--- config.mk ---
export PLATFORM = sky130hd
export DESIGN_NAME = uefs_enable_select
export DESIGN_NICKNAME = d
export VERILOG_FILES = /design/src/uefs_pkg.sv /design/src/uefs_enable_select.sv
export VERILOG_INCLUDE_DIRS = /design/src /design/src/src
export SDC_FILE = /design/constraint.sdc
export NUM_CORES = 1
export LEC_CHECK = 0
export BUFFER_PORTS_ARGS = -buffer_cell sky130_fd_sc_hd__clkbuf_2
export CAP_MARGIN = 30
export CORE_MARGIN = 5
export CORE_UTILIZATION = 52
export CTS_CLUSTER_SIZE = 28
export DETAILED_ROUTE_END_ITERATION = 10
export PLACE_DENSITY = 0.8
export SYNTH_ARGS = -nofsm -noshare
export SYNTH_HDL_FRONTEND = slang
export SYNTH_SLANG_ARGS = --single-unit
--- constraint.sdc ---
create_clock -name clk -period 2.15 [get_ports clk]
set_input_delay 0.43 -clock clk [delete_from_list [all_inputs] [get_ports clk]]
set_output_delay 0.43 -clock clk [all_outputs]
set_load 0.05 [all_outputs]
--- src/uefs_defines.svh ---
// constants for the event flag enable select block
`ifndef UEFS_DEFINES_SVH
`define UEFS_DEFINES_SVH
`define UEFS_ADDR_W          7
`define UEFS_OFS_READY_EN    7'h12
`define UEFS_OFS_NREADY_EN   7'h14
`define UEFS_OFS_SELECT      7'h10
`define UEFS_SEL_CFG         5
`define UEFS_SEL_SUSPEND     4
`define UEFS_SEL_WR_STATUS   3
`define UEFS_SEL_RD_STATUS   2
`define UEFS_SEL_DONE        1
`define UEFS_SEL_SEQ_ERR     0
`define UEFS_SEL_W           6
`define UEFS_RESET_VAL       16'h0000
`endif

--- src/uefs_pkg.sv ---
// types for the event flag enable select block
package uefs_pkg;
    typedef logic [15:0] uefs_word_t;
endpackage

--- src/uefs_enable_select.sv ---
// enable selection for usb device state, control stage and endpoint summary flags
`timescale 1ns/1ps
`default_nettype none
`include "uefs_defines.svh"
module uefs_enable_select #(
    parameter int NUM_EP = 7 // endpoints served
) (
    // clock and reset
    input  wire logic                    clk,
    input  wire logic                    rst_b,
    input  wire logic                    soft_reset,       // software reset pulse
    // register port
    input  wire logic [`UEFS_ADDR_W-1:0] reg_addr,
    input  wire logic                    reg_wr,
    input  wire logic                    reg_rd,
    input  wire uefs_pkg::uefs_word_t    reg_wdata,
    output var   uefs_pkg::uefs_word_t   reg_rdata,
    // event pulses from the protocol engine
    input  wire logic                    ev_set_config,
    input  wire logic                    ev_suspend,
    input  wire logic                    ev_write_status,
    input  wire logic                    ev_read_status,
    input  wire logic                    ev_status_done,
    input  wire logic                    ev_sequence_error,
    input  wire logic                    ev_setup_done,
    // endpoint flags from the buffer manager
    input  wire logic [NUM_EP-1:0]       per_endpoint_ready_flags,
    input  wire logic [NUM_EP-1:0]       per_endpoint_not_ready_flags,
    // interrupt enables held elsewhere
    input  wire logic                    ready_irq_enable,
    input  wire logic                    not_ready_irq_enable,
    input  wire logic                    device_state_irq_enable,
    input  wire logic                    control_stage_irq_enable,
    // summary flag set pulses and irq requests
    output logic                         device_state_change_flag,
    output logic                         control_stage_change_flag,
    output logic                         buffer_ready_summary_flag,
    output logic                         buffer_not_ready_summary_flag,
    output logic                         irq_request
);
    // stored enables, cleared by hardware and software reset alike
    logic [`UEFS_SEL_W-1:0] select_q;                        // event select bits
    logic [NUM_EP-1:0]      per_endpoint_ready_enable_q;     // ready enable field
    logic [NUM_EP-1:0]      per_endpoint_not_ready_enable_q; // not-ready enable field

    // history of the endpoint flag levels, for edge detection
    logic [NUM_EP-1:0]      rdy_prev_q;                      // ready flags a cycle ago
    logic [NUM_EP-1:0]      nrdy_prev_q;                     // not-ready flags a cycle ago

    // register port decode
    logic                   sel_hit;                         // address is the select word
    logic                   rdy_hit;                         // address is the ready enables
    logic                   nrdy_hit;                        // address is the not-ready enables
    logic                   store_clear;                     // either reset clears storage
    uefs_pkg::uefs_word_t   rd_word;                         // read word before its register

    // per endpoint rising edges, before and after masking
    logic [NUM_EP-1:0]      rdy_rise;                        // ready flags that just rose
    logic [NUM_EP-1:0]      nrdy_rise;                       // not-ready flags that just rose
    logic [NUM_EP-1:0]      rdy_masked;                      // rose and enabled
    logic [NUM_EP-1:0]      nrdy_masked;                     // rose and enabled

    // set terms of the four summary flags
    logic                   dev_set;                         // device state flag sets
    logic                   ctl_set;                         // control stage flag sets
    logic                   rdy_set;                         // ready summary sets
    logic                   nrdy_set;                        // not-ready summary sets

    // interrupt terms, one for each summary flag
    logic                   dev_irq;                         // device state request
    logic                   ctl_irq;                         // control stage request
    logic                   rdy_irq;                         // ready summary request
    logic                   nrdy_irq;                        // not-ready summary request
    logic                   irq_d;                           // next interrupt request

    // address compare, shared by the write and the read decode
    // full address compare, so no alias of a register answers
    function automatic logic hit(input logic [`UEFS_ADDR_W-1:0] a,
                                 input logic [`UEFS_ADDR_W-1:0] o);
        hit = (a == o);
    endfunction

    // edge finder shared by both endpoint flag groups;
    // a flag that stays high is not a new event
    function automatic logic [NUM_EP-1:0] rise(input logic [NUM_EP-1:0] now,
                                               input logic [NUM_EP-1:0] prev);
        rise = now & ~prev;
    endfunction

    // address decode, used by writes and reads alike
    always_comb begin
        sel_hit     = hit(reg_addr, `UEFS_OFS_SELECT);
        rdy_hit     = hit(reg_addr, `UEFS_OFS_READY_EN);
        nrdy_hit    = hit(reg_addr, `UEFS_OFS_NREADY_EN);
        // a software reset clears the same storage as a hardware reset
        store_clear = !rst_b || soft_reset;
    end

    // event select bits; there is no bus reset input, so a bus reset
    // cannot disturb what software chose here
    always_ff @(posedge clk) begin
        if (store_clear) begin
            select_q <= '0;
        end else if (reg_wr && sel_hit) begin
            // upper bits of this word belong to enables held elsewhere
            select_q <= reg_wdata[`UEFS_SEL_W-1:0];
        end
    end

    // ready enable field, bit n kept for endpoint n
    always_ff @(posedge clk) begin
        if (store_clear) begin
            per_endpoint_ready_enable_q <= '0;
        end else if (reg_wr && rdy_hit) begin
            // reserved upper bits are dropped, so they always read back zero
            per_endpoint_ready_enable_q <= reg_wdata[NUM_EP-1:0];
        end
    end

    // not-ready enable field, bit n kept for endpoint n
    // limitation: isochronous endpoints are not masked here; the transfer
    // type is held elsewhere, so keeping their bits clear is up to software
    always_ff @(posedge clk) begin
        if (store_clear) begin
            per_endpoint_not_ready_enable_q <= '0;
        end else if (reg_wr && nrdy_hit) begin
            // reserved upper bits are dropped, so they always read back zero
            per_endpoint_not_ready_enable_q <= reg_wdata[NUM_EP-1:0];
        end
    end

    // read word: reserved and unmapped bits return zero
    always_comb begin
        rd_word = '0; // unmapped addresses fall through to zero
        if (sel_hit) begin // select bits in the low end
            rd_word[`UEFS_SEL_W-1:0] = select_q;
        end
        if (rdy_hit) begin // ready enables, upper bits stay zero
            rd_word[NUM_EP-1:0] = per_endpoint_ready_enable_q;
        end
        if (nrdy_hit) begin // not-ready enables, upper bits stay zero
            rd_word[NUM_EP-1:0] = per_endpoint_not_ready_enable_q;
        end
    end

    // read data register, holds its word until the next read strobe
    always_ff @(posedge clk) begin
        if (!rst_b) begin
            reg_rdata <= `UEFS_RESET_VAL;
        end else if (reg_rd) begin // a read samples the stored value before any write
            reg_rdata <= rd_word;
        end
    end

    // history of the endpoint flags; cleared in reset so that a flag
    // already high when reset ends still counts as one event
    always_ff @(posedge clk) begin
        if (!rst_b) begin
            rdy_prev_q  <= '0;
            nrdy_prev_q <= '0;
        end else begin
            rdy_prev_q  <= per_endpoint_ready_flags;
            nrdy_prev_q <= per_endpoint_not_ready_flags;
        end
    end

    // rising edges of the endpoint flags, masked per endpoint
    always_comb begin
        rdy_rise    = rise(per_endpoint_ready_flags, rdy_prev_q);
        nrdy_rise   = rise(per_endpoint_not_ready_flags, nrdy_prev_q);
        rdy_masked  = rdy_rise & per_endpoint_ready_enable_q;
        nrdy_masked = nrdy_rise & per_endpoint_not_ready_enable_q;
        rdy_set     = |rdy_masked;
        nrdy_set    = |nrdy_masked;
    end

    // device state and control stage set terms, gated by the select bits;
    // setup completion bypasses the select bits on purpose
    always_comb begin
        dev_set = (ev_set_config & select_q[`UEFS_SEL_CFG])
                | (ev_suspend    & select_q[`UEFS_SEL_SUSPEND]);
        ctl_set = (ev_write_status   & select_q[`UEFS_SEL_WR_STATUS])
                | (ev_read_status    & select_q[`UEFS_SEL_RD_STATUS])
                | (ev_status_done    & select_q[`UEFS_SEL_DONE])
                | (ev_sequence_error & select_q[`UEFS_SEL_SEQ_ERR])
                | ev_setup_done;
    end

    // interrupt terms, each summary set gated by its own enable
    always_comb begin
        dev_irq  = dev_set & device_state_irq_enable;
        ctl_irq  = ctl_set & control_stage_irq_enable;
        rdy_irq  = rdy_set & ready_irq_enable;
        nrdy_irq = nrdy_set & not_ready_irq_enable;
        irq_d    = dev_irq | ctl_irq | rdy_irq | nrdy_irq;
    end

    // summary flag set pulses; registering them costs a cycle of latency
    // but keeps glitches of the event inputs off the outputs
    always_ff @(posedge clk) begin
        if (!rst_b) begin
            // no pulse may leave the block while it is held in reset
            device_state_change_flag      <= 1'b0;
            control_stage_change_flag     <= 1'b0;
            buffer_ready_summary_flag     <= 1'b0;
            buffer_not_ready_summary_flag <= 1'b0;
        end else begin
            device_state_change_flag      <= dev_set;
            control_stage_change_flag     <= ctl_set;
            buffer_ready_summary_flag     <= rdy_set;
            buffer_not_ready_summary_flag <= nrdy_set;
        end
    end

    // interrupt request, in the same cycle as the pulse that causes it
    always_ff @(posedge clk) begin
        if (!rst_b) begin
            irq_request <= 1'b0;
        end else begin // one term per summary flag
            irq_request <= irq_d;
        end
    end
endmodule
`default_nettype wire

==> metrics.md, run 1 <==
| Metric | Value |
|---|---|
| Status | complete, no violations |
| CTS max path bufs | 2 |
| CTS Sinks | 46 |
| H-tree Lvls | 2 |
| RSZ-0062 raised after global routing | no |
| Critical Path Slowest Stage Cell | nor4b_4 |
| Synthesized area | 0.00194 mm2 |
| DP Area | 0.00222 mm2 |
| CTS Hold Bufs | 0 |
| Die width | 71.1 um |
| ANT nets after route | 0 |
| Fraction of final layout cells with drive strength greater than 1 | 26.2% |
| Layout filler cell count | 329 |
| # setup viols final | 0 |
| IO buf count | 55 |
| Worst Setup End Kind | register |
| DR iter-0 viols | 98 |
| Final Power | 1510 uW |
| Via density per instance | 5.12 |
| Largest net degree at the start of global routing | 21 |
| Reg2reg path depth | 4 |
| DP Worst Slack | 0.425 ns |
| Syn avg cell area | 9.67 um2 |
| XOR/XNOR share of the synthesized area | 0% |
| Root buffer cell | clkbuf_8 |
| CP required | 2.33 ns |
| Post-synthesis sequential area ratio | 47.4% |
| RR Endpoint | irq_request |
| Commonest non-fill, non-tap cell in the layout | clkbuf_2 |
| Syn Inst Count | 201 |
| Detailed Routing Iterations Pass 1 | 4 |
| Vias after detailed routing | 1555 |
| First-pass GRT wire length | 6.59 mm |
| Largest family of logic cells by synthesized area | simple AND/OR/NAND/NOR gates |
| Fin crit period | 1.42 ns |
| GRT Residual Overflow | 0 |
| Avg WL per Cell | 13.4 um |
| Hold depth | 2 |
| Synth warn | 0 |
| Setup slack after layout | 0.727 ns |
| RR Startpoint | select_q[2] |
| GPL Wtd Cong | 0.862 |
| Setup TNS | 0 ns |
| Register clock-pin slew on the reported worst setup and hold paths | 0.08 ns |
| # Post-CTS Setup Buffers | 0 |
| Worst-path fanout max | 6 |
| Type of origin of the critical path | primary input |
| Area of the multi-input gates | 925 um2 |
| Peak supply drop | 0.000393 V |
| Final WL | 4.09 mm |
| Post-cts sizing count | 0 |
| P_leak | 0.00110 uW |
| Num rows | 22 |
| Final slew viol count | 0 |
| Hold crit path type | in -> reg |
| Max-Cap Viols | 0 |
| Crit path buffers/inverters | 1 |
| Synth Area in Compound Gates | 10.0% |
| Core occupancy in the finished layout | 63.3% |
| Number of global-route vias before repair | 1425 |
| FF-to-FF setup slack | 0.95 ns |
| Hold Path Sink | rdy_prev_q[5] |
| Initial core utilization | 53.5% |
| Hold Fails Final Rpt | 0 |
| TritonCTS Buffers | 5 |
| Final net count | 309 |
| Seq. cell area | 921 um2 |
| DIE HEIGHT | 71.1 um |
| Max Freq | 703 MHz |
| Final Skew | 0.00492 ns |
| CP top delay family | simple AND/OR/NAND/NOR gates |
| Clk Latency, worst-skew pair | 0.29 ns |
| Area growth, synth to finish | 18.3% |
| Crit-path cells | clkbuf_2 -> nor4b_4 -> nand3b_1 -> o211ai_1 -> a21oi_1 |
| GRT Util Overall | 16.8% |
| Mux cell area share after synthesis | 10.3% |
| Hold_sp | per_endpoint_ready_flags[5] |
| Most frequent cells in the layout | clkbuf_2, dfxtp_1, nor2_1, mux2i_1, nand3b_1 |
| Post-DP HPWL | 3.23 mm |
| I/O pin count | 74 |
| Antenna cell count | 0 |
| PwrDens | 657 mW/mm2 |
| FF+latch count, synth | 46 |
| Die footprint | 0.00506 mm2 |
| Netlist cell types | 28 |
| Post-route cell area | 0.00230 mm2 |
| Simple-gate share of the synthesized area | 25.5% |
| Initial antenna violation count | 0 |
| DRC viols | 0 |
| Crit share post-route | 66.2% |
| TritonCTS clock tree | built |
| Worst Path Arrival | 1.60 ns |
| Setup CP Type | in -> reg |
| Synth Area in Adders | 0% |
| Core area | 0.00363 mm2 |
| Max stage delay on crit path | 0.41 ns |
[metal layers]
metal	vias up	track usage, %	wire (um)
met5	-	0	0
met4	0	7.52	76
met3	9	6.11	359
met2	59	25.8	1840
met1	699	21.0	1810
li1	788	-	-
[final cells by class]
type	count	share of cell area [%]
Tap cell	48	2.61
Inverter	2	0.327
Clock buffer	6	3.16
Timing Repair Buffer	59	13.3
Multi-Input combinational cell	142	40.2
Sequential cell	46	40.1
Clock inverter	1	0.327
[report_power, final]
part	internal (uW)	switching [uW]	total, uW
Clock	223	265	488
Combinational	55.8	96.4	152
Sequential	867	2.99	870
[kinds of logic (layout without fill, tap and decap cells)]
family / count (synthesis) / in the layout
flops: 46 / 46
compound gates: 28 / 28
mux: 20 / 20
buf+inv: 21 / 68
simple gates: 85 / 85
other cells: 1 / 9
[worst max path at each step]
stage	from	to	cells after the start
5_1_grt	reg_addr[5]	reg_rdata[2]	5
2_1_floorplan	reg_addr[5]	select_q[0]	4
3_3_place_gp	reg_addr[5]	reg_rdata[2]	5
4_1_cts	reg_addr[5]	select_q[4]	5
6_report	reg_addr[5]	reg_rdata[2]	5
3_5_place_dp	reg_addr[5]	reg_rdata[2]	5
[flip-flops by register name, indices dropped and copies added, names as in the netlist]
signal,flops
buffer_not_ready_summary_flag,1
buffer_ready_summary_flag,1
control_stage_change_flag,1
device_state_change_flag,1
irq_request,1
nrdy_prev_q,7
per_endpoint_not_ready_enable_q,7
per_endpoint_ready_enable_q,7
rdy_prev_q,7
reg_rdata,7
select_q,6
[Yosys cell counts]
master     number  share of area, %
o211ai_1        7               2.7
o2bb2ai_1       6               2.7
a21oi_1         8               2.1
inv_1           2              0.39
nor4b_4         1               1.2
and2_1         14               4.5
nor2b_1         3              0.97
a22o_1          1              0.45
buf_2           3              0.77
nand4_1         1              0.32
a31oi_1         2              0.64
buf_4          12               4.6
and3b_1         1              0.45
o311ai_0        1              0.45
nor3_1          1              0.26
o21ai_0         1              0.26
clkbuf_1        4              0.77
conb_1          1              0.19
nor2_1         31               6.0
nand3b_1       15               5.8
a22oi_1         2              0.77
nand3_1         2              0.52
dfxtp_1        46                47
nand2b_1        8               2.6
mux2i_1        20                10
nand4b_2        1              0.77
nand4b_1        3               1.4
nand2_1         4              0.77
[stage by stage]
stage / std cells / hold slack [ns]
floorplan: 209 / 0.471
global placement: 297 / 0.455
detailed placement: 297 / 0.459
CTS: 304 / 0.342
global route: 304 / 0.337
finish: 304 / 0.347
(Power assumes the default switching activity.)
==> run 2, diff against run 1 <==
Settings changed: CORE_UTILIZATION 52 to 48, PLACE_DENSITY 0.8 to 0.75.
Clock period 2.15 ns to 1.5 ns, I/O delays scaled along.
==> run 2 against run 1 <==
Clock-buffer cell count increased by 1. Via count decreased by 1.0%. Hold slack got worse by 0.13 ns. Die area increased by 7.1%. Sequential share of layout area decreased by 0.37 points. Critical path type unchanged. Critical endpoint is now select_q[5]. Largest power group unchanged. Highest routed layer unchanged.
==> metrics.md, run 2 (synthesis results as in run 1) <==
| Metric | Value |
|---|---|
| Status | complete, no violations |
| Crit share post-route | 87.6% |
| Max-Cap Viols | 0 (unchanged) |
| # Post-CTS Setup Buffers | 0 (unchanged) |
| Clk Latency, worst-skew pair | 0.29 ns (about the same) |
| Post-DP HPWL | 3.40 mm (+5.4%) |
| IO buf count | 55 (unchanged) |
| CP required | 1.69 ns (-0.64 ns) |
| Most frequent cells in the layout | clkbuf_2, dfxtp_1, nor2_1, mux2i_1, nand3b_1 |
| Number of global-route vias before repair | 1505 (+5.6%) |
| Final WL | 4.28 mm (+4.9%) |
| GRT Util Overall | 17.2% (+0.37 points) |
| Final Power | 2230 uW (+48%) |
| GRT Residual Overflow | 0 (unchanged) |
| Hold Fails Final Rpt | 0 (unchanged) |
| DIE HEIGHT | 73.6 um (+3.5%) |
| Non-filler cells, final | 308 (+1.3%) |
| Fraction of final layout cells with drive strength greater than 1 | 26.7% (+0.57 points) |
| DRC viols | 0 (unchanged) |
| Detailed Routing Iterations Pass 1 | 4 (unchanged) |
| P_leak | 0.00112 uW (+1.4%) |
| ANT nets after route | 0 (unchanged) |
| Hold crit path type | in -> reg |
| Final slew viol count | 0 (unchanged) |
| Post-cts sizing count | 0 (unchanged) |
| GPL Wtd Cong | 0.807 (-6.3%) |
| Cells after DPL | 300 (+1.0%) |
| Critical Path Slowest Stage Cell | nor4b_4 |
| Fin crit period | 1.31 ns |
| DR iter-0 viols | 57 (-42%) |
| Worst Setup End Kind | register |
| Worst hold-check slack | 0.218 ns (-0.129 ns) |
| PwrDens | 963 mW/mm2 (+47%) |
| Antenna cell count | 0 (unchanged) |
| Register clock-pin slew on the reported worst setup and hold paths | 0.08 ns (about the same) |
| Num rows | 23 (+4.5%) |
| Worst-path fanout max | 6 (unchanged) |
| Layout filler cell count | 365 (+11%) |
| H-tree Lvls | 2 (unchanged) |
| Area growth, synth to finish | 19.4% |
| CTS Hold Bufs | 0 (unchanged) |
| Setup CP Type | in -> reg |
| Vias after detailed routing | 1539 (-1.0%) |
| CTS Sinks | 46 (unchanged) |
| Largest net degree at the start of global routing | 21 (unchanged) |
| Max stage delay on crit path | 0.43 ns (+0.02 ns) |
| TritonCTS Buffers | 5 (unchanged) |
| Crit-path cells | clkbuf_2 -> nor4b_4 -> nand4b_2 -> mux2i_1 -> nor2_1 |
| RSZ-0062 raised after global routing | no |
| TritonCTS clock tree | built |
| Avg WL per Cell | 13.9 um (+3.5%) |
| Initial core utilization | 48.9% (-4.5 points) |
| I/O pin count | 74 (unchanged) |
| Type of origin of the critical path | primary input |
| Core area | 0.00397 mm2 (+9.3%) |
| Max Freq | 761 MHz |
| Final net count | 310 (+0.32%) |
| Die footprint | 0.00542 mm2 (+7.1%) |
| Die width | 73.6 um (+3.5%) |
| Root buffer cell | clkbuf_8 |
| Initial antenna violation count | 0 (unchanged) |
| CTS max path bufs | 2 (unchanged) |
| Peak supply drop | 0.000676 V (+72%) |
| Via density per instance | 5.00 (-2.3%) |
| Setup TNS | 0 ns (unchanged) |
| Worst Path Arrival | 1.50 ns (-0.10 ns) |
| # setup viols final | 0 (unchanged) |
| Commonest non-fill, non-tap cell in the layout | clkbuf_2 |
| First-pass GRT wire length | 7.00 mm (+6.3%) |
| Final Skew | 0.00375 ns (-0.00117 ns) |
[run 2: through the flow]
step                setup WS (ns)  area, um2  utilization, %
global route                0.104       2320            58.4
CTS                         0.201       2320            58.4
global placement          -0.0587       2230            56.1
floorplan                   0.183       1970               -
detailed placement         -0.116       2230            56.1
finish                      0.186       2320            58.4
[run 2: layout make-up]
class | count | area, um2 | area share [%]
clock buffers | 7 | 86.3 | 3.72
clock inverters | 1 | 5.00 | 0.216
multi-input cells | 142 | 925 | 39.9
well taps | 50 | 62.6 | 2.70
flip-flops and latches | 46 | 921 | 39.7
inverters | 2 | 7.51 | 0.324
repair buffers | 60 | 313 | 13.5
[run 2: per-layer routing]
metal  GRT usage, %  routed length, um  up-vias
met5              0                  0        -
met4           6.04                 59        0
met3           4.79                353        6
met2           27.2               1890       52
met1           22.4               1990      687
li1               -                  -      794
[run 2: report_power, final]
part | switching, uW | internal, uW | leakage (uW)
Clock | 394 | 372 | 0.0000482
Combinational | 139 | 81.8 | 0.000693
Sequential | 4.61 | 1240 | 0.000375
[run 2: critical path: cells and delay by family]
| family | cells | cell delay, ns |
|---|---|---|
| mux | 1 | 0.25 |
| buf+inv | 1 | 0.10 |
| simple gates | 3 | 0.85 |
[run 2: final timing paths]
| kind | from | to | slack [ns] | depth (start not counted) |
|---|---|---|---|---|
| setup / recovery | reg_addr[5] | select_q[5] | 0.19 | 5 |
| hold / removal | per_endpoint_not_ready_flags[2] | nrdy_prev_q[2] | 0.22 | 2 |
| setup reg to reg | select_q[2] | irq_request | 0.26 | 4 |
| hold reg to reg | reg_rdata[4] | reg_rdata[4] | 0.47 | 2 |
==> run 3, diff against run 2 <==
Settings changed: CORE_UTILIZATION 48 to 52, PLACE_DENSITY 0.75 to 0.8.
Clock period 1.5 ns to 1.7 ns, I/O delays scaled along.
==> run 3 against run 2 <==
First-iteration DRC count rose by 56%. Global-route usage fell by 0.28 points. Combinational power fell by 13%. Worst setup slack improved by 0.18 ns. Via count rose by 1.6%. Clock power fell by 20%. Clock skew rose by 0.0011 ns. Core utilization rose by 4.8 points. Sequential cell count did not move. Sequential power fell by 12%. Non-clock buffer count fell by 1. Critical path type unchanged. Largest cell class unchanged.
==> metrics.md, run 3 (synthesis results as in run 1) <==
| Metric | Value |
|---|---|
| Fraction of final layout cells with drive strength greater than 1 | 26.2% (-0.57 points) |
| Fin crit period | 1.34 ns |
| Root buffer cell | clkbuf_8 |
| Layout filler cell count | 340 (-6.8%) |
| GRT Residual Overflow | 0 (unchanged) |
| First-pass GRT wire length | 6.71 mm (-4.1%) |
| Most frequent cells in the layout | clkbuf_2, dfxtp_1, nor2_1, mux2i_1, nand3b_1 |
| Final slew viol count | 0 (unchanged) |
| Peak supply drop | 0.000526 V (-22%) |
| Sw frac | 24.0% (-0.11 points) |
| P_leak | 0.00110 uW (-1.4%) |
| # setup viols final | 0 (unchanged) |
| RSZ-0062 raised after global routing | no |
| Post-cts sizing count | 0 (unchanged) |
| H-tree Lvls | 2 (unchanged) |
| # Post-CTS Setup Buffers | 0 (unchanged) |
| GPL Wtd Cong | 0.878 (+8.8%) |
| Detailed Routing Iterations Pass 1 | 4 (unchanged) |
| CTS max path bufs | 2 (unchanged) |
| Die footprint | 0.00506 mm2 (-6.7%) |
| Worst Setup End Kind | register |
| Seq. cell area | 921 um2 (unchanged) |
| PwrDens | 829 mW/mm2 (-14%) |
| Num rows | 22 (-4.3%) |
| GRT Util Overall | 16.9% (-0.28 points) |
| Setup CP Type | in -> reg |
| Initial core utilization | 53.5% (+4.5 points) |
| Worst-path fanout max | 6 (unchanged) |
| TritonCTS clock tree | built |
| Die width | 71.1 um (-3.4%) |
| Crit share post-route | 78.5% |
| IO buf count | 55 (unchanged) |
| Max-Cap Viols | 0 (unchanged) |
| Area of the multi-input gates | 925 um2 (unchanged) |
| DRC viols | 0 (unchanged) |
| Hold crit path type | in -> reg |
| CP required | 1.87 ns (+0.18 ns) |
| Antenna cell count | 0 (unchanged) |
| Largest net degree at the start of global routing | 21 (unchanged) |
| Final WL | 4.12 mm (-3.9%) |
| Combinational power share | 10.1% (+0.2 points) |
| Final net count | 309 (-0.32%) |
| Area growth, synth to finish | 18.3% |
| Via density per instance | 5.14 (+2.9%) |
| Commonest non-fill, non-tap cell in the layout | clkbuf_2 |
| Core area | 0.00363 mm2 (-8.5%) |
| Avg WL per Cell | 13.5 um (-2.6%) |
| Final Skew | 0.00483 ns (+0.00108 ns) |
| Sequential power share | 57.8% (+2.0 points) |
| Status | complete, no violations |
| Clk Latency, worst-skew pair | 0.29 ns (about the same) |
| Post-DP HPWL | 3.30 mm (-2.9%) |
| Worst Path Arrival | 1.51 ns (about the same) |
| TritonCTS Buffers | 5 (unchanged) |
| ANT nets after route | 0 (unchanged) |
| Worst hold-check slack | 0.258 ns (+0.0398 ns) |
| CTS Hold Bufs | 0 (unchanged) |
| Register clock-pin slew on the reported worst setup and hold paths | 0.08 ns (about the same) |
| P_int | 1450 uW (-15%) |
| Type of origin of the critical path | primary input |
| DR iter-0 viols | 89 (+56%) |
| Net switching power | 457 uW (-15%) |
| DIE HEIGHT | 71.1 um (-3.4%) |
| Vias after detailed routing | 1563 (+1.6%) |
| Clock share of power | 32.1% (-2.2 points) |
| Max Freq | 749 MHz |
| CTS Sinks | 46 (unchanged) |
| Setup TNS | 0 ns (unchanged) |
| Number of global-route vias before repair | 1497 (-0.53%) |
| I/O pin count | 74 (unchanged) |
| Initial antenna violation count | 0 (unchanged) |
| Hold Fails Final Rpt | 0 (unchanged) |
==> run 3: per-layer routing <==
layer | GRT usage [%] | wire length, um | vias up
met1 | 20.9 | 1790 | 706
met2 | 26.9 | 1920 | 57
li1 | - | - | 791
met5 | 0 | 0 | -
met3 | 5.82 | 330 | 9
met4 | 6.89 | 87 | 0
==> run 3: stage by stage <==
step                power (uW)  instances  setup slack [ns]  utilization [%]  instance area (um2)
floorplan                 1260        209             0.343                -                 1970
global placement          1320        297            0.0912             61.1                 2220
detailed placement        1320        297            0.0694             61.1                 2220
CTS                       1920        304             0.385             63.3                 2300
global route              1980        304             0.297             63.3                 2300
finish                    1910        304             0.365             63.3                 2300
==> run 3: worst max-delay path, stage by stage <==
cell and delay (ns):
clkbuf_2 0.10, nor4b_4 0.41, nand3b_1 0.27, o211ai_1 0.28
a21oi_1 0.10
==> run 3: power by group through the flow <==
stage	combinational, uW	sequential, uW	clock [uW]
floorplan	122	1130	0
global placement	191	1130	0
detailed placement	192	1130	0
CTS	193	1100	630
global route	208	1100	673
finish	192	1100	612
==> run 3: area by class of cell <==
cell class,count,share of cell area (%)
Clock buffer,6,3.16
Timing Repair Buffer,59,13.3
Tap cell,48,2.61
Clock inverter,1,0.327
Sequential cell,46,40.1
Inverter,2,0.327
Multi-Input combinational cell,142,40.2
==> run 3: worst paths after layout <==
| check | from | end | slack (ns) | cells past startpoint |
|---|---|---|---|---|
| worst max-delay path | reg_addr[5] | reg_rdata[3] | 0.36 | 5 |
| worst min-delay path | per_endpoint_ready_flags[3] | rdy_prev_q[3] | 0.26 | 2 |
| worst max register to register | select_q[2] | irq_request | 0.52 | 4 |
| worst min register to register | reg_rdata[6] | reg_rdata[6] | 0.48 | 2 |
